## config.mk

```make
export PLATFORM = sky130hd
export DESIGN_NAME = swd_sync_detect
export DESIGN_NICKNAME = d
export VERILOG_FILES = /design/src/design/swd_pkg.sv /design/src/design/swd_sync_detect.sv
export SDC_FILE = /design/constraint.sdc
export NUM_CORES = 1
export LEC_CHECK = 0
export ABC_AREA = 0
export CAP_MARGIN = 20
export CORE_ASPECT_RATIO = 1.75
export CORE_MARGIN = 10
export CORE_UTILIZATION = 64
export DETAILED_ROUTE_END_ITERATION = 6
export DONT_BUFFER_PORTS = 1
export GPL_TIMING_DRIVEN = 0
export PLACE_DENSITY = 0.84
export SETUP_SLACK_MARGIN = 0.4
export SLEW_MARGIN = 10
export SYNTH_ARGS = -nofsm -noshare
export SYNTH_HDL_FRONTEND = slang
export SYNTH_SLANG_ARGS = --single-unit
```

## constraint.sdc

```tcl
create_clock -name ref_clk -period 6.9 [get_ports ref_clk]
set_clock_uncertainty 0.05 [all_clocks]
set_input_delay 1.035 -clock ref_clk [delete_from_list [all_inputs] [get_ports ref_clk]]
set_output_delay 1.035 -clock ref_clk [all_outputs]
set_load 0.005 [all_outputs]
```

## src/design/swd_pkg.sv

```systemverilog
// swd_pkg: register indices, field layout, reset values and carrier types
// for the sync-word matcher and signal-strength readout.
// assumes a 32-bit classic wishbone bus with one register per aligned word.
package swd_pkg;

	////////////////////////////////////////////////////////////////////////////////
	// register indices; byte address is four times the index
	localparam logic [7:0] SWD_IDX_CONTROL = 8'h12;
	localparam logic [7:0] SWD_IDX_RESERVED = 8'h13;
	localparam logic [7:0] SWD_IDX_STRENGTH = 8'h14;
	localparam logic [7:0] SWD_IDX_PATTERN0 = 8'h16;
	localparam logic [7:0] SWD_IDX_PATTERN1 = 8'h17;
	localparam logic [7:0] SWD_IDX_PATTERN2 = 8'h18;
	localparam logic [7:0] SWD_IDX_PATTERN3 = 8'h19;

	////////////////////////////////////////////////////////////////////////////////
	// sync_match_control field positions
	localparam int SWD_POS_ENABLE = 5;
	localparam int SWD_POS_LENGTH = 3;
	localparam int SWD_POS_TOL = 1;

	////////////////////////////////////////////////////////////////////////////////
	// values after reset
	localparam logic SWD_RST_ENABLE = 1'b0;
	localparam logic [1:0] SWD_RST_LENGTH = 2'h3;
	localparam logic [1:0] SWD_RST_TOL = 2'h0;
	localparam logic [7:0] SWD_RST_RESERVED = 8'h07;
	localparam logic [31:0] SWD_RST_PATTERN = 32'h0000_0000;

	////////////////////////////////////////////////////////////////////////////////
	// length codes
	localparam logic [1:0] SWD_LEN_8 = 2'h0;
	localparam logic [1:0] SWD_LEN_16 = 2'h1;
	localparam logic [1:0] SWD_LEN_24 = 2'h2;
	localparam logic [1:0] SWD_LEN_32 = 2'h3;

	// answer to an unmapped address
	localparam logic [31:0] SWD_UNMAPPED_DATA = 32'h0000_0000;

	typedef struct packed {
		logic pattern_recognition_enable;
		logic [1:0] pattern_length_select;
		logic [1:0] pattern_error_tolerance;
	} swd_ctrl_t;

	typedef struct packed {
		logic [7:0] adr_idx;
		logic we;
		logic [3:0] sel;
		logic [31:0] dat;
	} swd_req_t;

endpackage : swd_pkg

```

## src/design/swd_sync_detect.sv

```systemverilog
// swd_sync_detect: sync-word recognition with error tolerance, plus the
// signal-strength status register, behind a classic wishbone slave.
// assumes rx bits and the strength measurement come from logic on ref_clk.
//
// The Wishbone interface to the registers was left to the implementer.
`timescale 1ns/1ps
module swd_sync_detect #(
	parameter int ADR_W = 8
) (
	// clock and reset
	input wire logic ref_clk,
	input wire logic sys_rst,
	// wishbone classic slave
	input wire logic wb_cyc_i,
	input wire logic wb_stb_i,
	input wire logic wb_we_i,
	input wire logic [ADR_W-1:0] wb_adr_i,
	input wire logic [3:0] wb_sel_i,
	input wire logic [31:0] wb_dat_i,
	output logic [31:0] wb_dat_o,
	output logic wb_ack_o,
	// demodulated bit stream
	input wire logic rx_bit,
	input wire logic rx_bit_valid,
	// strength measurement, 0.5 dB per count
	input wire logic [7:0] rssi_in,
	// recognition result
	output logic sync_found
);
	import swd_pkg::*;

	// index field is eight bits wide, so a wider bus would alias registers
	if (ADR_W < 7 || ADR_W > 10) begin : g_bad_adr
		$error("ADR_W must be 7..10 to reach all registers");
	end

	////////////////////////////////////////////////////////////////////////////////
	// helpers

	function automatic logic [5:0] swd_len_bits(input logic [1:0] code);
		case (code)
			SWD_LEN_8: swd_len_bits = 6'd8;
			SWD_LEN_16: swd_len_bits = 6'd16;
			SWD_LEN_24: swd_len_bits = 6'd24;
			default: swd_len_bits = 6'd32;
		endcase
	endfunction : swd_len_bits

	// first pattern byte is oldest: top bits line up with the oldest received bit
	function automatic logic [31:0] swd_aligned(input logic [31:0] pat, input logic [1:0] code);
		case (code)
			SWD_LEN_8: swd_aligned = {24'h00_0000, pat[31:24]};
			SWD_LEN_16: swd_aligned = {16'h0000, pat[31:16]};
			SWD_LEN_24: swd_aligned = {8'h00, pat[31:8]};
			default: swd_aligned = pat;
		endcase
	endfunction : swd_aligned

	function automatic logic [31:0] swd_mask(input logic [1:0] code);
		case (code)
			SWD_LEN_8: swd_mask = 32'h0000_00FF;
			SWD_LEN_16: swd_mask = 32'h0000_FFFF;
			SWD_LEN_24: swd_mask = 32'h00FF_FFFF;
			default: swd_mask = 32'hFFFF_FFFF;
		endcase
	endfunction : swd_mask

	function automatic logic [5:0] swd_popcount(input logic [31:0] v);
		logic [5:0] n;
		n = 6'd0;
		for (int i = 0; i < 32; i++) begin
			n = n + {5'd0, v[i]};
		end
		swd_popcount = n;
	endfunction : swd_popcount

	////////////////////////////////////////////////////////////////////////////////
	// bus request decode

	swd_req_t req;
	logic bus_take;
	logic bus_write;

	assign req.adr_idx = 8'(wb_adr_i[ADR_W-1:2]);
	assign req.we = wb_we_i;
	assign req.sel = wb_sel_i;
	assign req.dat = wb_dat_i;
	// taken once per request; ack in the next cycle ends it
	assign bus_take = wb_cyc_i && wb_stb_i && !wb_ack_o;
	// registers are one byte wide, so only lane 0 carries a write
	assign bus_write = bus_take && req.we && req.sel[0];

	////////////////////////////////////////////////////////////////////////////////
	// registers

	swd_ctrl_t ctrl;
	logic [7:0] reserved_config;
	logic [7:0] signal_strength_value;
	logic [31:0] pattern_value_bytes;

	always_ff @(posedge ref_clk) begin
		if (sys_rst) begin
			ctrl.pattern_recognition_enable <= SWD_RST_ENABLE;
			ctrl.pattern_length_select <= SWD_RST_LENGTH;
			ctrl.pattern_error_tolerance <= SWD_RST_TOL;
		end else if (bus_write && req.adr_idx == SWD_IDX_CONTROL) begin
			ctrl.pattern_recognition_enable <= req.dat[SWD_POS_ENABLE];
			ctrl.pattern_length_select <= req.dat[SWD_POS_LENGTH +: 2];
			ctrl.pattern_error_tolerance <= req.dat[SWD_POS_TOL +: 2];
		end
	end

	// stored so a read returns what was written; nothing else looks at it
	always_ff @(posedge ref_clk) begin
		if (sys_rst) begin
			reserved_config <= SWD_RST_RESERVED;
		end else if (bus_write && req.adr_idx == SWD_IDX_RESERVED) begin
			reserved_config <= req.dat[7:0];
		end
	end

	always_ff @(posedge ref_clk) begin
		if (sys_rst) begin
			pattern_value_bytes <= SWD_RST_PATTERN;
		end else if (bus_write) begin
			case (req.adr_idx)
				SWD_IDX_PATTERN0: pattern_value_bytes[31:24] <= req.dat[7:0];
				SWD_IDX_PATTERN1: pattern_value_bytes[23:16] <= req.dat[7:0];
				SWD_IDX_PATTERN2: pattern_value_bytes[15:8] <= req.dat[7:0];
				SWD_IDX_PATTERN3: pattern_value_bytes[7:0] <= req.dat[7:0];
				default: pattern_value_bytes <= pattern_value_bytes;
			endcase
		end
	end

	// no reset and no bus write path: a live copy of the measurement
	always_ff @(posedge ref_clk) begin
		signal_strength_value <= rssi_in;
	end

	////////////////////////////////////////////////////////////////////////////////
	// matcher

	logic [31:0] rx_shift;
	logic [31:0] next_rx_shift;
	logic [5:0] rx_fill;
	logic [5:0] err_now;
	logic window_full;
	logic match_now;

	assign next_rx_shift = {rx_shift[30:0], rx_bit};
	assign err_now = swd_popcount((next_rx_shift
		^ swd_aligned(pattern_value_bytes, ctrl.pattern_length_select))
		& swd_mask(ctrl.pattern_length_select));
	// a partly filled window could match on stale bits
	assign window_full = (rx_fill + 6'd1) >= swd_len_bits(ctrl.pattern_length_select);
	assign match_now = ctrl.pattern_recognition_enable && rx_bit_valid && window_full
		&& err_now <= {4'd0, ctrl.pattern_error_tolerance};

	always_ff @(posedge ref_clk) begin
		if (sys_rst || !ctrl.pattern_recognition_enable) begin
			rx_shift <= 32'h0000_0000;
			rx_fill <= 6'd0;
		end else if (rx_bit_valid) begin
			rx_shift <= next_rx_shift;
			rx_fill <= (rx_fill == 6'd32) ? rx_fill : rx_fill + 6'd1;
		end
	end

	// one-cycle pulse per accepted bit position
	always_ff @(posedge ref_clk) begin
		if (sys_rst) begin
			sync_found <= 1'b0;
		end else begin
			sync_found <= match_now;
		end
	end

	////////////////////////////////////////////////////////////////////////////////
	// bus answer: one wait-free cycle, ack in the cycle after the request

	always_ff @(posedge ref_clk) begin
		if (sys_rst) begin
			wb_ack_o <= 1'b0;
		end else begin
			wb_ack_o <= bus_take;
		end
	end

	always_ff @(posedge ref_clk) begin
		if (sys_rst) begin
			wb_dat_o <= 32'h0000_0000;
		end else if (bus_take && !req.we) begin
			case (req.adr_idx)
				SWD_IDX_CONTROL: wb_dat_o <= {26'h000_0000,
					ctrl.pattern_recognition_enable, ctrl.pattern_length_select,
					ctrl.pattern_error_tolerance, 1'b0};
				SWD_IDX_RESERVED: wb_dat_o <= {24'h00_0000, reserved_config};
				SWD_IDX_STRENGTH: wb_dat_o <= {24'h00_0000, signal_strength_value};
				SWD_IDX_PATTERN0: wb_dat_o <= {24'h00_0000, pattern_value_bytes[31:24]};
				SWD_IDX_PATTERN1: wb_dat_o <= {24'h00_0000, pattern_value_bytes[23:16]};
				SWD_IDX_PATTERN2: wb_dat_o <= {24'h00_0000, pattern_value_bytes[15:8]};
				SWD_IDX_PATTERN3: wb_dat_o <= {24'h00_0000, pattern_value_bytes[7:0]};
				default: wb_dat_o <= SWD_UNMAPPED_DATA;
			endcase
		end
	end

	////////////////////////////////////////////////////////////////////////////////
	// checks

	chk_match_needs_enable: assert property (@(posedge ref_clk) disable iff (sys_rst)
		sync_found |-> $past(ctrl.pattern_recognition_enable))
		else $error("match reported while recognition disabled");

	chk_enable_after_reset: assert property (@(posedge ref_clk)
		$past(sys_rst) |-> !ctrl.pattern_recognition_enable && sync_found == 1'b0)
		else $error("recognition enabled straight after reset");

	chk_length_reset: assert property (@(posedge ref_clk)
		$past(sys_rst) |-> ctrl.pattern_length_select == SWD_LEN_32)
		else $error("length field not 32 bits after reset");

	chk_length_window: assert property (@(posedge ref_clk) disable iff (sys_rst)
		sync_found |-> $past(rx_fill) + 6'd1 >= swd_len_bits($past(ctrl.pattern_length_select)))
		else $error("match reported before window filled");

	chk_tolerance_accept: assert property (@(posedge ref_clk) disable iff (sys_rst)
		(ctrl.pattern_recognition_enable && rx_bit_valid && window_full
		&& err_now <= {4'd0, ctrl.pattern_error_tolerance}) |=> sync_found)
		else $error("match within tolerance not reported");

	chk_tolerance_reject: assert property (@(posedge ref_clk) disable iff (sys_rst)
		(err_now > {4'd0, ctrl.pattern_error_tolerance}) |=> !sync_found)
		else $error("match reported beyond tolerance");

	chk_reserved_reset: assert property (@(posedge ref_clk)
		$past(sys_rst) |-> reserved_config == SWD_RST_RESERVED)
		else $error("reserved register not 0x07 after reset");

	chk_strength_follow: assert property (@(posedge ref_clk)
		##1 signal_strength_value == $past(rssi_in))
		else $error("strength register not following measurement");

	chk_strength_read: assert property (@(posedge ref_clk) disable iff (sys_rst)
		(bus_take && !req.we && req.adr_idx == SWD_IDX_STRENGTH)
		|=> wb_ack_o && wb_dat_o == {24'h00_0000, $past(signal_strength_value)})
		else $error("strength read returned wrong value");

	chk_ack_single: assert property (@(posedge ref_clk) disable iff (sys_rst)
		wb_ack_o |=> !wb_ack_o)
		else $error("ack held longer than one cycle");

	// independent reference: left-aligns the window instead of right-aligning the pattern
	logic [5:0] ref_len;
	logic [31:0] ref_diff;
	logic ref_armed;
	logic [5:0] ref_fill;

	assign ref_len = 6'd8 + {1'b0, ctrl.pattern_length_select, 3'd0};
	assign ref_diff = ((next_rx_shift << (6'd32 - ref_len)) ^ pattern_value_bytes)
		& ~(32'hFFFF_FFFF >> ref_len);
	assign ref_armed = ctrl.pattern_recognition_enable && rx_bit_valid
		&& ref_fill >= ref_len - 6'd1;

	// own fill count, so the reference checks do not trust rx_fill
	always_ff @(posedge ref_clk) begin
		if (sys_rst || !ctrl.pattern_recognition_enable) begin
			ref_fill <= 6'd0;
		end else if (rx_bit_valid && ref_fill != 6'd32) begin
			ref_fill <= ref_fill + 6'd1;
		end
	end

	chk_reference_accept: assert property (@(posedge ref_clk) disable iff (sys_rst)
		ref_armed && $countones(ref_diff) <= int'(ctrl.pattern_error_tolerance) |=> sync_found)
		else $error("reference match within tolerance not reported");

	chk_reference_refuse: assert property (@(posedge ref_clk) disable iff (sys_rst)
		!(ref_armed && $countones(ref_diff) <= int'(ctrl.pattern_error_tolerance))
		|=> !sync_found)
		else $error("pulse reported without a reference match");

	chk_control_hold: assert property (@(posedge ref_clk) disable iff (sys_rst)
		!(bus_write && req.adr_idx == SWD_IDX_CONTROL) |=> $stable(ctrl))
		else $error("control field changed without a write");

	chk_reserved_hold: assert property (@(posedge ref_clk) disable iff (sys_rst)
		!(bus_write && req.adr_idx == SWD_IDX_RESERVED) |=> $stable(reserved_config))
		else $error("reserved register changed without a write");

	chk_window_cleared: assert property (@(posedge ref_clk) disable iff (sys_rst)
		!ctrl.pattern_recognition_enable |=> rx_fill == 6'd0 && rx_shift == 32'h0000_0000)
		else $error("window kept bits while recognition disabled");

endmodule : swd_sync_detect

```

==> run summary, run 1 <==
Initial Util: 64.73%
critical path peak fanout: 10
CP max stage delay: 570 ps
Top Layer Used: met4
Final Max Tran Viols: 0
f_max: 0.1574 GHz
Cells after DPL: 816
routed len/inst: 20.26 microns
critical path's slowest cell: a222oi_1
final setup fails: 0
Die Width: 93.75 microns
Core Box Area: 0.009409 sq mm
asr flop ratio synth: 0%
Netlist cell types: 49
actual slew at the worst max-slew pin: 915.6 ps
cell accounting for the most synthesized area: dfxtp_1
R2R depth: 21
HPWL after detailed placement: 13180 microns
Max transition margin: 38.50%
die area: 0.01397 sq mm
I/O Pins: 93
top_reg_cell synth: dfxtp_1
IO buf count: 0
Crit. path cell count: 21
Critical Path End Type: register
WL final: 16860 microns
synthesized area: 0.006091 sq mm
WS Path Type: register to register
initial antenna violation count: 0
Final Cell Area: 0.006690 sq mm
FILL cells: 717
Hold/Removal Path Class: register to register
crit path time final: 6351 ps
post-synthesis sequential area ratio: 32.87%
DRC viols: 0
routed length on met1: 5574 microns
CP arrival: 6560 ps
gr usage total: 24.67%
CTS tree: built
Antenna Violating Nets Remaining: 0
Clk pin slew, worst setup/hold paths: 70 ps
CP delay by family, top: adder cells
CTS Hold Bufs: 0
final hold vios: 0
gp weighted congestion: 0.9518
startpoint class of the critical path: register
via count: 5091
DR pass1 iterations: 6
Routed met3 length: 1139 microns
total power: 1.128 mW
first-pass GRT wire length: 27010 microns
routed wire length on met2: 8666 microns
synth cell count leaders: 100 x dfxtp_1, 85 x nor2_1, 83 x mux2i_1
number of global-route vias before repair: 5326
Diodes inserted: 0
RSZ-0062 raised after global routing: yes
yosys warns: 0
Final Cycle Share: 92.05%
leak pwr: 2.724 nW
WP buf/inv: 5
largest net degree at the start of global routing: 18
CP required: 7110 ps
Clock Latency Late Sink: 350 ps
Clock Path Buffers: 2
total CTS buffers: 9
Syn Inst Count: 671
Post-synth EDFFs: 0
Nets: 808
share of layout cells above drive strength 1: 9.718%
Final Non-Filler Cells: 832
setup slack, reg-to-reg: 550 ps
count leader, synth: dfxtp_1
DR vias/cell: 6.119
Util after Layout: 71.10%
Post-CTS Setup Inserts: 0
Peak supply drop: 151.5 uV
# H-tree levels: 3
synthesized area per cell: 9.077 sq um
Area contributors post-synth: dfxtp_1 33%, mux2i_1 14%, fa_1 7.9%, nor2_1 5.2%, ha_1 4.1%
Yosys reg bits: 100
status: finished, final reports clean
post-synth top area share: 32.87%
hold path cells: 2
dpl cell area: 0.006339 sq mm
Max-Cap Viols: 0
clk sinks: 100
GRT overflow: 0
Row Count: 47
pwr/cell area: 168.6 mW/mm^2
Vert. Die Dim: 149.1 microns
crit path cell chain: inv_1, ha_1, clkbuf_8, a222oi_1, a21oi_1, xnor2_1, fa_1, inv_1, fa_1, fa_1, fa_1, fa_1, fa_1, ha_2, inv_1, fa_1, inv_1, ha_1, a21oi_2, a21oi_1, nor4_2
initial drt markers: 465
P&R area growth vs syn: 9.840%
Crit path top cell by count: fa_1
Clock Tree Root: clkbuf_16
## logic make-up (layout without fill, tap and decap cells)
kind of cell             count (synthesis)  after routing  synth area share, %
AND/OR/NAND/NOR                        200            200                16.15
buffers and inverters                  110            126                8.504
AO/OA/AOI/OAI                          101            101                12.18
flip-flops                             100            100                32.87
multiplexers                            83             83                13.64
adder cells (fa/ha/maj)                 44             44                12.00
XOR/XNOR                                32             32                4.601
other                                    1             24              0.06157
## registers in the layout, summed over array words and instances (netlist names)
register,count
rx_fill,6
wb_dat_o,8
ctrl,5
sync_found,1
reserved_config,8
pattern_value_bytes,32
signal_strength_value,8
rx_shift,31
wb_ack_o,1
## power breakdown
part	switching, mW	total, mW	internal, mW
Clock	0.231	0.481	0.249
Combinational	0.0396	0.0676	0.0280
Sequential	0.00124	0.580	0.579
Total	0.272	1.13	0.856
## stage by stage
step,setup slack [ps],hold WS [ps],setup TNS [ps]
after CTS,447.3,425.6,0
after detailed placement,-87.71,407.1,-87.71
after global routing,366.8,447.2,0
after floorplan,732.9,382.7,0
final,548.7,430.6,0
after global placement,79.50,405.0,0
## repair_timing
item,CTS,global route
pin swaps,12,5
gates resized for setup,26,1
endpoints found under the setup margin,1,1
## area by class of cell
class	instances	area, sq um	area share [%]
multi-input combinational	484	3695	55.23
sequential	100	2009	30.04
buffer	70	406.6	6.078
clock buffer	10	229.0	3.422
tap	122	152.6	2.282
inverter	40	150.1	2.244
clock inverter	6	47.55	0.7107
## cell usage in the layout (no fill, tap or decap), types with 24 or more instances in the layout
cell type   n
inv_1      39
buf_4      24
nand2_1    58
clkbuf_1   24
fa_1       24
mux2i_1    83
nor2_1     85
conb_1     24
dfxtp_1    98
## per-layer routing
metal	vias up	track usage [%]
met4	0	20.23
met1	2421	22.62
met3	90	6.804
li1	2331	-
met2	249	43.58
met5	-	0
## final timing paths
| kind | startpoint | endpoint |
|---|---|---|
| min | reserved_config[0]$_SDFFE_PP1P_ | reserved_config[0]$_SDFFE_PP1P_ |
| min reg2reg | reserved_config[0]$_SDFFE_PP1P_ | reserved_config[0]$_SDFFE_PP1P_ |
| max | ctrl[2]$_SDFFE_PP1P_ | sync_found$_SDFF_PP0_ |
| max reg2reg | ctrl[2]$_SDFFE_PP1P_ | sync_found$_SDFF_PP0_ |
## tightest hold or removal path: cells and delay by family (launching register included)
kind	cells	cell delay, ps
simple gates	1	60
mux	1	70
flops	1	330
Power figures use the tool's default switching activity.
==> run 2, diff against run 1 <==
--- a/config.mk
+++ b/config.mk
@@ -6,10 +6,11 @@
 export NUM_CORES = 1
 export LEC_CHECK = 0
 export ABC_AREA = 0
-export CAP_MARGIN = 20
+export CELL_PAD_IN_SITES_DETAIL_PLACEMENT = 1
+export CELL_PAD_IN_SITES_GLOBAL_PLACEMENT = 1
 export CORE_ASPECT_RATIO = 1.75
 export CORE_MARGIN = 10
-export CORE_UTILIZATION = 64
+export CORE_UTILIZATION = 49
 export DETAILED_ROUTE_END_ITERATION = 6
 export DONT_BUFFER_PORTS = 1
 export GPL_TIMING_DRIVEN = 0
==> run 2 against run 1 <==
Effect of this change: design area grew 2.2%; setup slack got worse by 190 ps; via count is 1.6% higher; global-route usage down 0.70 points; sequential share of layout area is 0.65 points lower; non-clock buffer count rose by 4; die area grew 25%; combinational power grew 4.1%; flip-flop and latch count is the same; worst hold slack improved by 11 ps; cell count rose by 5.6%.
==> run summary, run 2 (same netlist as run 1, synthesis figures left out) <==
status: finished, final reports clean
FILL cells: 1423 (+98%)
Initial Util: 50.47% (-14 points)
hold_ws: 441.9 ps (+11.30 ps)
Hold/Removal Path Class: register to register
total CTS buffers: 9 (unchanged)
P&R area growth vs syn: 12.28%
crit path time final: 6540 ps (+188.9 ps)
WL final: 20730 microns (+23%)
share of layout cells above drive strength 1: 10.64% (+0.93 points)
Reg-to-Reg End: sync_found$_SDFF_PP0_
die area: 0.01747 sq mm (+25%)
actual slew at the worst max-slew pin: 952.6 ps (+37.05 ps)
leak pwr: 2.753 nW (+1.1%)
Clock Path Buffers: 2 (unchanged)
HPWL after detailed placement: 15800 microns (+20%)
setup slack, reg-to-reg: 360 ps (-190 ps)
most common cell after layout, fill and taps aside: dfxtp_1
pwr/cell area: 172.5 mW/mm^2 (+2.3%)
I/O Pins: 93 (unchanged)
Peak supply drop: 118.0 uV (-22%)
R2R depth: 19 (-9.5%)
Max transition margin: 36.02% (-2.5 points)
DR pass1 iterations: 7 (+1)
CP arrival: 6750 ps (+190 ps)
gr usage total: 23.97% (-0.70 points)
RSZ-0062 raised after global routing: yes
DR vias/cell: 5.885 (-3.8%)
CTS Hold Bufs: 0 (unchanged)
routed len/inst: 23.58 microns (+16%)
Max-Cap Viols: 0 (unchanged)
number of global-route vias before repair: 5919 (+11%)
final hold vios: 0 (unchanged)
largest net degree at the start of global routing: 22 (+4)
total power: 1.180 mW (+4.6%)
worst slack, placed: -272.5 ps (-184.8 ps)
Critical Path Source: ctrl[3]$_SDFFE_PP1P_
Clock Latency Late Sink: 350 ps (about the same)
Critical Path End Type: register
startpoint class of the critical path: register
CP required: 7110 ps (about the same)
max reg flops: 32 (unchanged)
r2r startpoint: ctrl[3]$_SDFFE_PP1P_
via count: 5173 (+1.6%)
Antenna Violating Nets Remaining: 0 (unchanged)
GRT overflow: 0 (unchanged)
Row Count: 53 (+13%)
# H-tree levels: 3 (unchanged)
Core Box Area: 0.01207 sq mm (+28%)
Biggest register: pattern_value_bytes
Vert. Die Dim: 167.5 microns (+12%)
Setup TNS Final: 0 ps (unchanged)
critical path peak fanout: 10 (unchanged)
WS Path Type: register to register
f_max: 0.1529 GHz (-2.9%)
DRC viols: 0 (unchanged)
Die Width: 104.3 microns (+11%)
worst setup margin: 359.8 ps (-188.9 ps)
hold path cells: 2 (unchanged)
Clock Tree Root: clkbuf_16
biggest regs: pattern_value_bytes: 32 flops, rx_shift: 31 flops
Clk pin slew, worst setup/hold paths: 80 ps (about the same)
CTS tree: built
initial antenna violation count: 0 (unchanged)
initial drt markers: 262 (-44%)
first-pass GRT wire length: 33000 microns (+22%)
final setup fails: 0 (unchanged)
gp weighted congestion: 0.9314 (-2.1%)
capture point of the worst path: sync_found$_SDFF_PP0_
Final Cycle Share: 94.79% (+2.7 points)
Final Max Tran Viols: 0 (unchanged)
Nets: 812 (+0.50%)
area taken by multi-input logic gates: 0.003719 sq mm (+0.64%)
Diodes inserted: 0 (unchanged)
most frequent cells in the layout: 98 x dfxtp_1, 85 x nor2_1, 83 x mux2i_1
clk sinks: 100 (unchanged)
IO buf count: 0 (unchanged)
Register Area: 0.002009 sq mm (unchanged)
## run 2: cell types whose count changed in the layout (fill, tap and decap cells not counted), moves of 2 or more
cell	change
clkbuf_4	+2
ha_4	+2
clkinv_8	+4
buf_4	+3
ha_1	-2
clkinv_2	-2
## run 2: per-stage QoR
stage,util (%),area (sq um),instances
floorplan,-,6177,694
global placement,52.89,6384,859
detailed placement,53.06,6404,860
CTS,56.61,6833,879
global route,56.67,6839,879
finish,56.67,6839,879
## run 2: layout make-up
cell class                 count  share of cell area (%)
buffer                        70                   5.873
clock buffer                   9                   3.293
clock inverter                 7                   1.336
inverter                      40                   2.232
multi-input combinational    484                   54.37
sequential                   100                   29.38
tap                          165                   3.019
timing repair buffer           4                  0.4940
## run 2: how the worst min path moves through the flow
stage / startpoint / end / slack [ps]
floorplan: reserved_config[0]$_SDFFE_PP1P_ / reserved_config[0]$_SDFFE_PP1P_ / 380
finish: reserved_config[1]$_SDFFE_PP1P_ / reserved_config[1]$_SDFFE_PP1P_ / 440
detailed placement: reserved_config[1]$_SDFFE_PP1P_ / reserved_config[1]$_SDFFE_PP1P_ / 420
global placement: reserved_config[0]$_SDFFE_PP1P_ / reserved_config[0]$_SDFFE_PP1P_ / 400
CTS: reserved_config[2]$_SDFFE_PP1P_ / reserved_config[2]$_SDFFE_PP1P_ / 440
global route: wb_dat_o[5]$_SDFFE_PP0P_ / wb_dat_o[5]$_SDFFE_PP0P_ / 470
## run 2: worst max-delay path: stages (launching register included)
cell	delay, ps
dfxtp_4	400
inv_4	60
ha_4	160
clkbuf_8	160
a222oi_1	800
a21oi_1	200
xnor2_1	200
fa_1	510
inv_1	50
fa_1	350
inv_1	80
fa_1	480
fa_1	570
fa_1	560
fa_2	640
inv_1	50
ha_1	280
a2111oi_0	430
a21oi_1	110
nor4_2	290
## run 2: repair_timing
| item | CTS | global route |
|---|---|---|
| pin swaps | 13 | 2 |
| resized for setup | 30 | 1 |
| buffers inserted | 2 | 0 |
| gates cloned | 1 | 0 |
| endpoints found under the setup margin | 1 | 1 |
## run 2: metal layers
metal | track usage [%] | vias up | share of wire, %
met2 | 45.01 | 177 | 54
li1 | - | 2339 | -
met4 | 19.45 | 0 | 8.3
met1 | 21.11 | 2570 | 32
met3 | 5.265 | 87 | 5.0
met5 | 0 | - | 0
## run 2: power by group
group	total (mW)	internal, mW	switching (mW)
Clock	0.529	0.262	0.268
Sequential	0.580	0.579	0.00185
Combinational	0.0704	0.0282	0.0422
==> run 3, diff against run 2 <==
==> constraint.sdc (replaced) <==
create_clock -name ref_clk -period 6.9 [get_ports ref_clk]
set_clock_uncertainty 0.05 [all_clocks]
set_input_delay 0.345 -clock ref_clk [delete_from_list [all_inputs] [get_ports ref_clk]]
set_output_delay 0.345 -clock ref_clk [all_outputs]
set_load 0.005 [all_outputs]
==> run 3 against run 2 <==
Effect of this change: critical endpoint unchanged; largest cell class unchanged; cell count increased by 0.91%; power increased by 0.25%; maximum frequency increased by 0.31%; critical path type unchanged.
==> run summary, run 3 (same netlist as run 1, synthesis figures left out) <==
Hold/Removal Path Class: primary input to register
share of layout cells above drive strength 1: 10.53% (-0.12 points)
status: finished, final reports clean
Biggest register: pattern_value_bytes
DR vias/cell: 5.830 (-0.94%)
Max-Cap Viols: 0 (unchanged)
dpl cell area: 0.006404 sq mm (unchanged)
Initial Util: 50.47% (unchanged)
via count: 5171 (-0.039%)
Crit path top cell by count: fa_1
P&R area growth vs syn: 13.60%
Cells after DPL: 860 (unchanged)
Clk pin slew, worst setup/hold paths: 80 ps (about the same)
gp weighted congestion: 0.9314 (unchanged)
final setup fails: 0 (unchanged)
CTS tree: built
critical path peak fanout: 10 (unchanged)
CP required: 7110 ps (about the same)
final hold vios: 0 (unchanged)
WL final: 20830 microns (+0.48%)
FILL cells: 1408 (-1.1%)
Critical Path End Type: register
Clock Latency Late Sink: 350 ps (about the same)
DR pass1 iterations: 4 (-3)
Die Width: 104.3 microns (unchanged)
startpoint class of the critical path: register
Final Non-Filler Cells: 887 (+0.91%)
number of global-route vias before repair: 5930 (+0.19%)
die area: 0.01747 sq mm (unchanged)
max reg flops: 32 (unchanged)
most frequent cells in the layout: 98 x dfxtp_1, 85 x nor2_1, 83 x mux2i_1
total CTS buffers: 9 (unchanged)
RSZ-0062 raised after global routing: yes
first-pass GRT wire length: 33180 microns (+0.55%)
Max transition margin: 32.86% (-3.2 points)
leak pwr: 2.787 nW (+1.2%)
Peak supply drop: 118.2 uV (+0.16%)
CP max stage delay: 780 ps (-20 ps)
Antenna Violating Nets Remaining: 0 (unchanged)
# H-tree levels: 3 (unchanged)
Final Max Tran Viols: 0 (unchanged)
HPWL after detailed placement: 15800 microns (unchanged)
WP buf/inv: 5 (unchanged)
initial drt markers: 302 (+15%)
largest net degree at the start of global routing: 22 (unchanged)
I/O Pins: 93 (unchanged)
gr usage total: 24.05% (+0.082 points)
Final Cycle Share: 94.49% (-0.29 points)
crit path cell chain: inv_4, ha_4, clkbuf_8, a222oi_1, a21oi_1, xnor2_1, fa_1, inv_1, fa_1, inv_1, fa_1, fa_1, fa_1, fa_2, inv_1, ha_1, a2111oi_0, a21oi_1, nor4_2
most common cell after layout, fill and taps aside: dfxtp_1
Clock Path Buffers: 2 (unchanged)
CP delay by family, top: adder cells
IO buf count: 0 (unchanged)
routed len/inst: 23.48 microns (-0.42%)
Diodes inserted: 0 (unchanged)
initial antenna violation count: 0 (unchanged)
actual slew at the worst max-slew pin: 999.7 ps (+47.06 ps)
hold_ws: 82.08 ps (-359.8 ps)
Nets: 820 (+0.99%)
WS Path Type: register to register
Clock Tree Root: clkbuf_16
GRT overflow: 0 (unchanged)
crit path time final: 6520 ps (-20.18 ps)
Setup TNS Final: 0 ps (unchanged)
critical path's slowest cell: a222oi_1
f_max: 0.1534 GHz (+0.31%)
Core Box Area: 0.01207 sq mm (unchanged)
Final Cell Area: 0.006919 sq mm (+1.2%)
DRC viols: 0 (unchanged)
pwr/cell area: 171.0 mW/mm^2 (-0.91%)
biggest regs: pattern_value_bytes: 32 flops, rx_shift: 31 flops
CP arrival: 6730 ps (-20 ps)
clk sinks: 100 (unchanged)
Row Count: 53 (unchanged)
Vert. Die Dim: 167.5 microns (unchanged)
## run 3: cell count changes in the layout (fill, tap and decap cells not counted)
cell	before	now
dlygate4sd3_1	0	8
## run 3: worst paths after layout
check        depth (start not counted)  slack (ps)                         endpoint                     start
max                                 19         380            sync_found$_SDFF_PP0_      ctrl[3]$_SDFFE_PP1P_
min reg2reg                          2         440         wb_dat_o[5]$_SDFFE_PP0P_  wb_dat_o[5]$_SDFFE_PP0P_
max reg2reg                         19         380            sync_found$_SDFF_PP0_      ctrl[3]$_SDFFE_PP1P_
min                                  2          80  reserved_config[2]$_SDFFE_PP1P_               wb_dat_i[2]
## run 3: per-stage QoR
stage | worst slack, ps | power, mW | utilization (%)
6_report | 380.0 | 1.183 | 57.33
2_1_floorplan | 732.9 | 0.6470 | -
3_5_place_dp | -272.5 | 0.6628 | 53.06
5_1_grt | 87.66 | 1.217 | 57.33
3_3_place_gp | -159.3 | 0.6608 | 52.89
4_1_cts | 420.2 | 1.187 | 57.28
## run 3: timing repair
item / CTS / global route
gates resized for setup: 30 / 1
hold buffers: 8 / 0
gates cloned: 1 / 0
hold endpoints to repair: 8 / 0
setup buffers: 2 / 0
pin swaps: 13 / 2
setup endpoints to repair: 1 / 1
## run 3: area by class of cell
class	instances	area, sq um	area share (%)
Sequential cell	100	2009	29.04
Multi-Input combinational cell	484	3719	53.74
Inverter	40	152.6	2.206
Buffer	70	401.6	5.805
Clock buffer	9	225.2	3.255
Tap cell	165	206.4	2.984
Clock inverter	7	91.34	1.320
Timing Repair Buffer	12	113.9	1.646
## run 3: routing by layer
layer	routed length, microns	global-route usage, %
met1	6729	21.16
met2	11380	45.12
met3	1002	5.265
met4	1720	19.70
met5	0	0
## run 3: power by group
group	total, mW	internal, mW	leakage [nW]	switching [mW]
combinational	0.0740	0.0312	1.83	0.0428
clock	0.529	0.262	0.152	0.267
sequential	0.580	0.579	0.808	0.00184
total	1.18	0.871	2.79	0.312
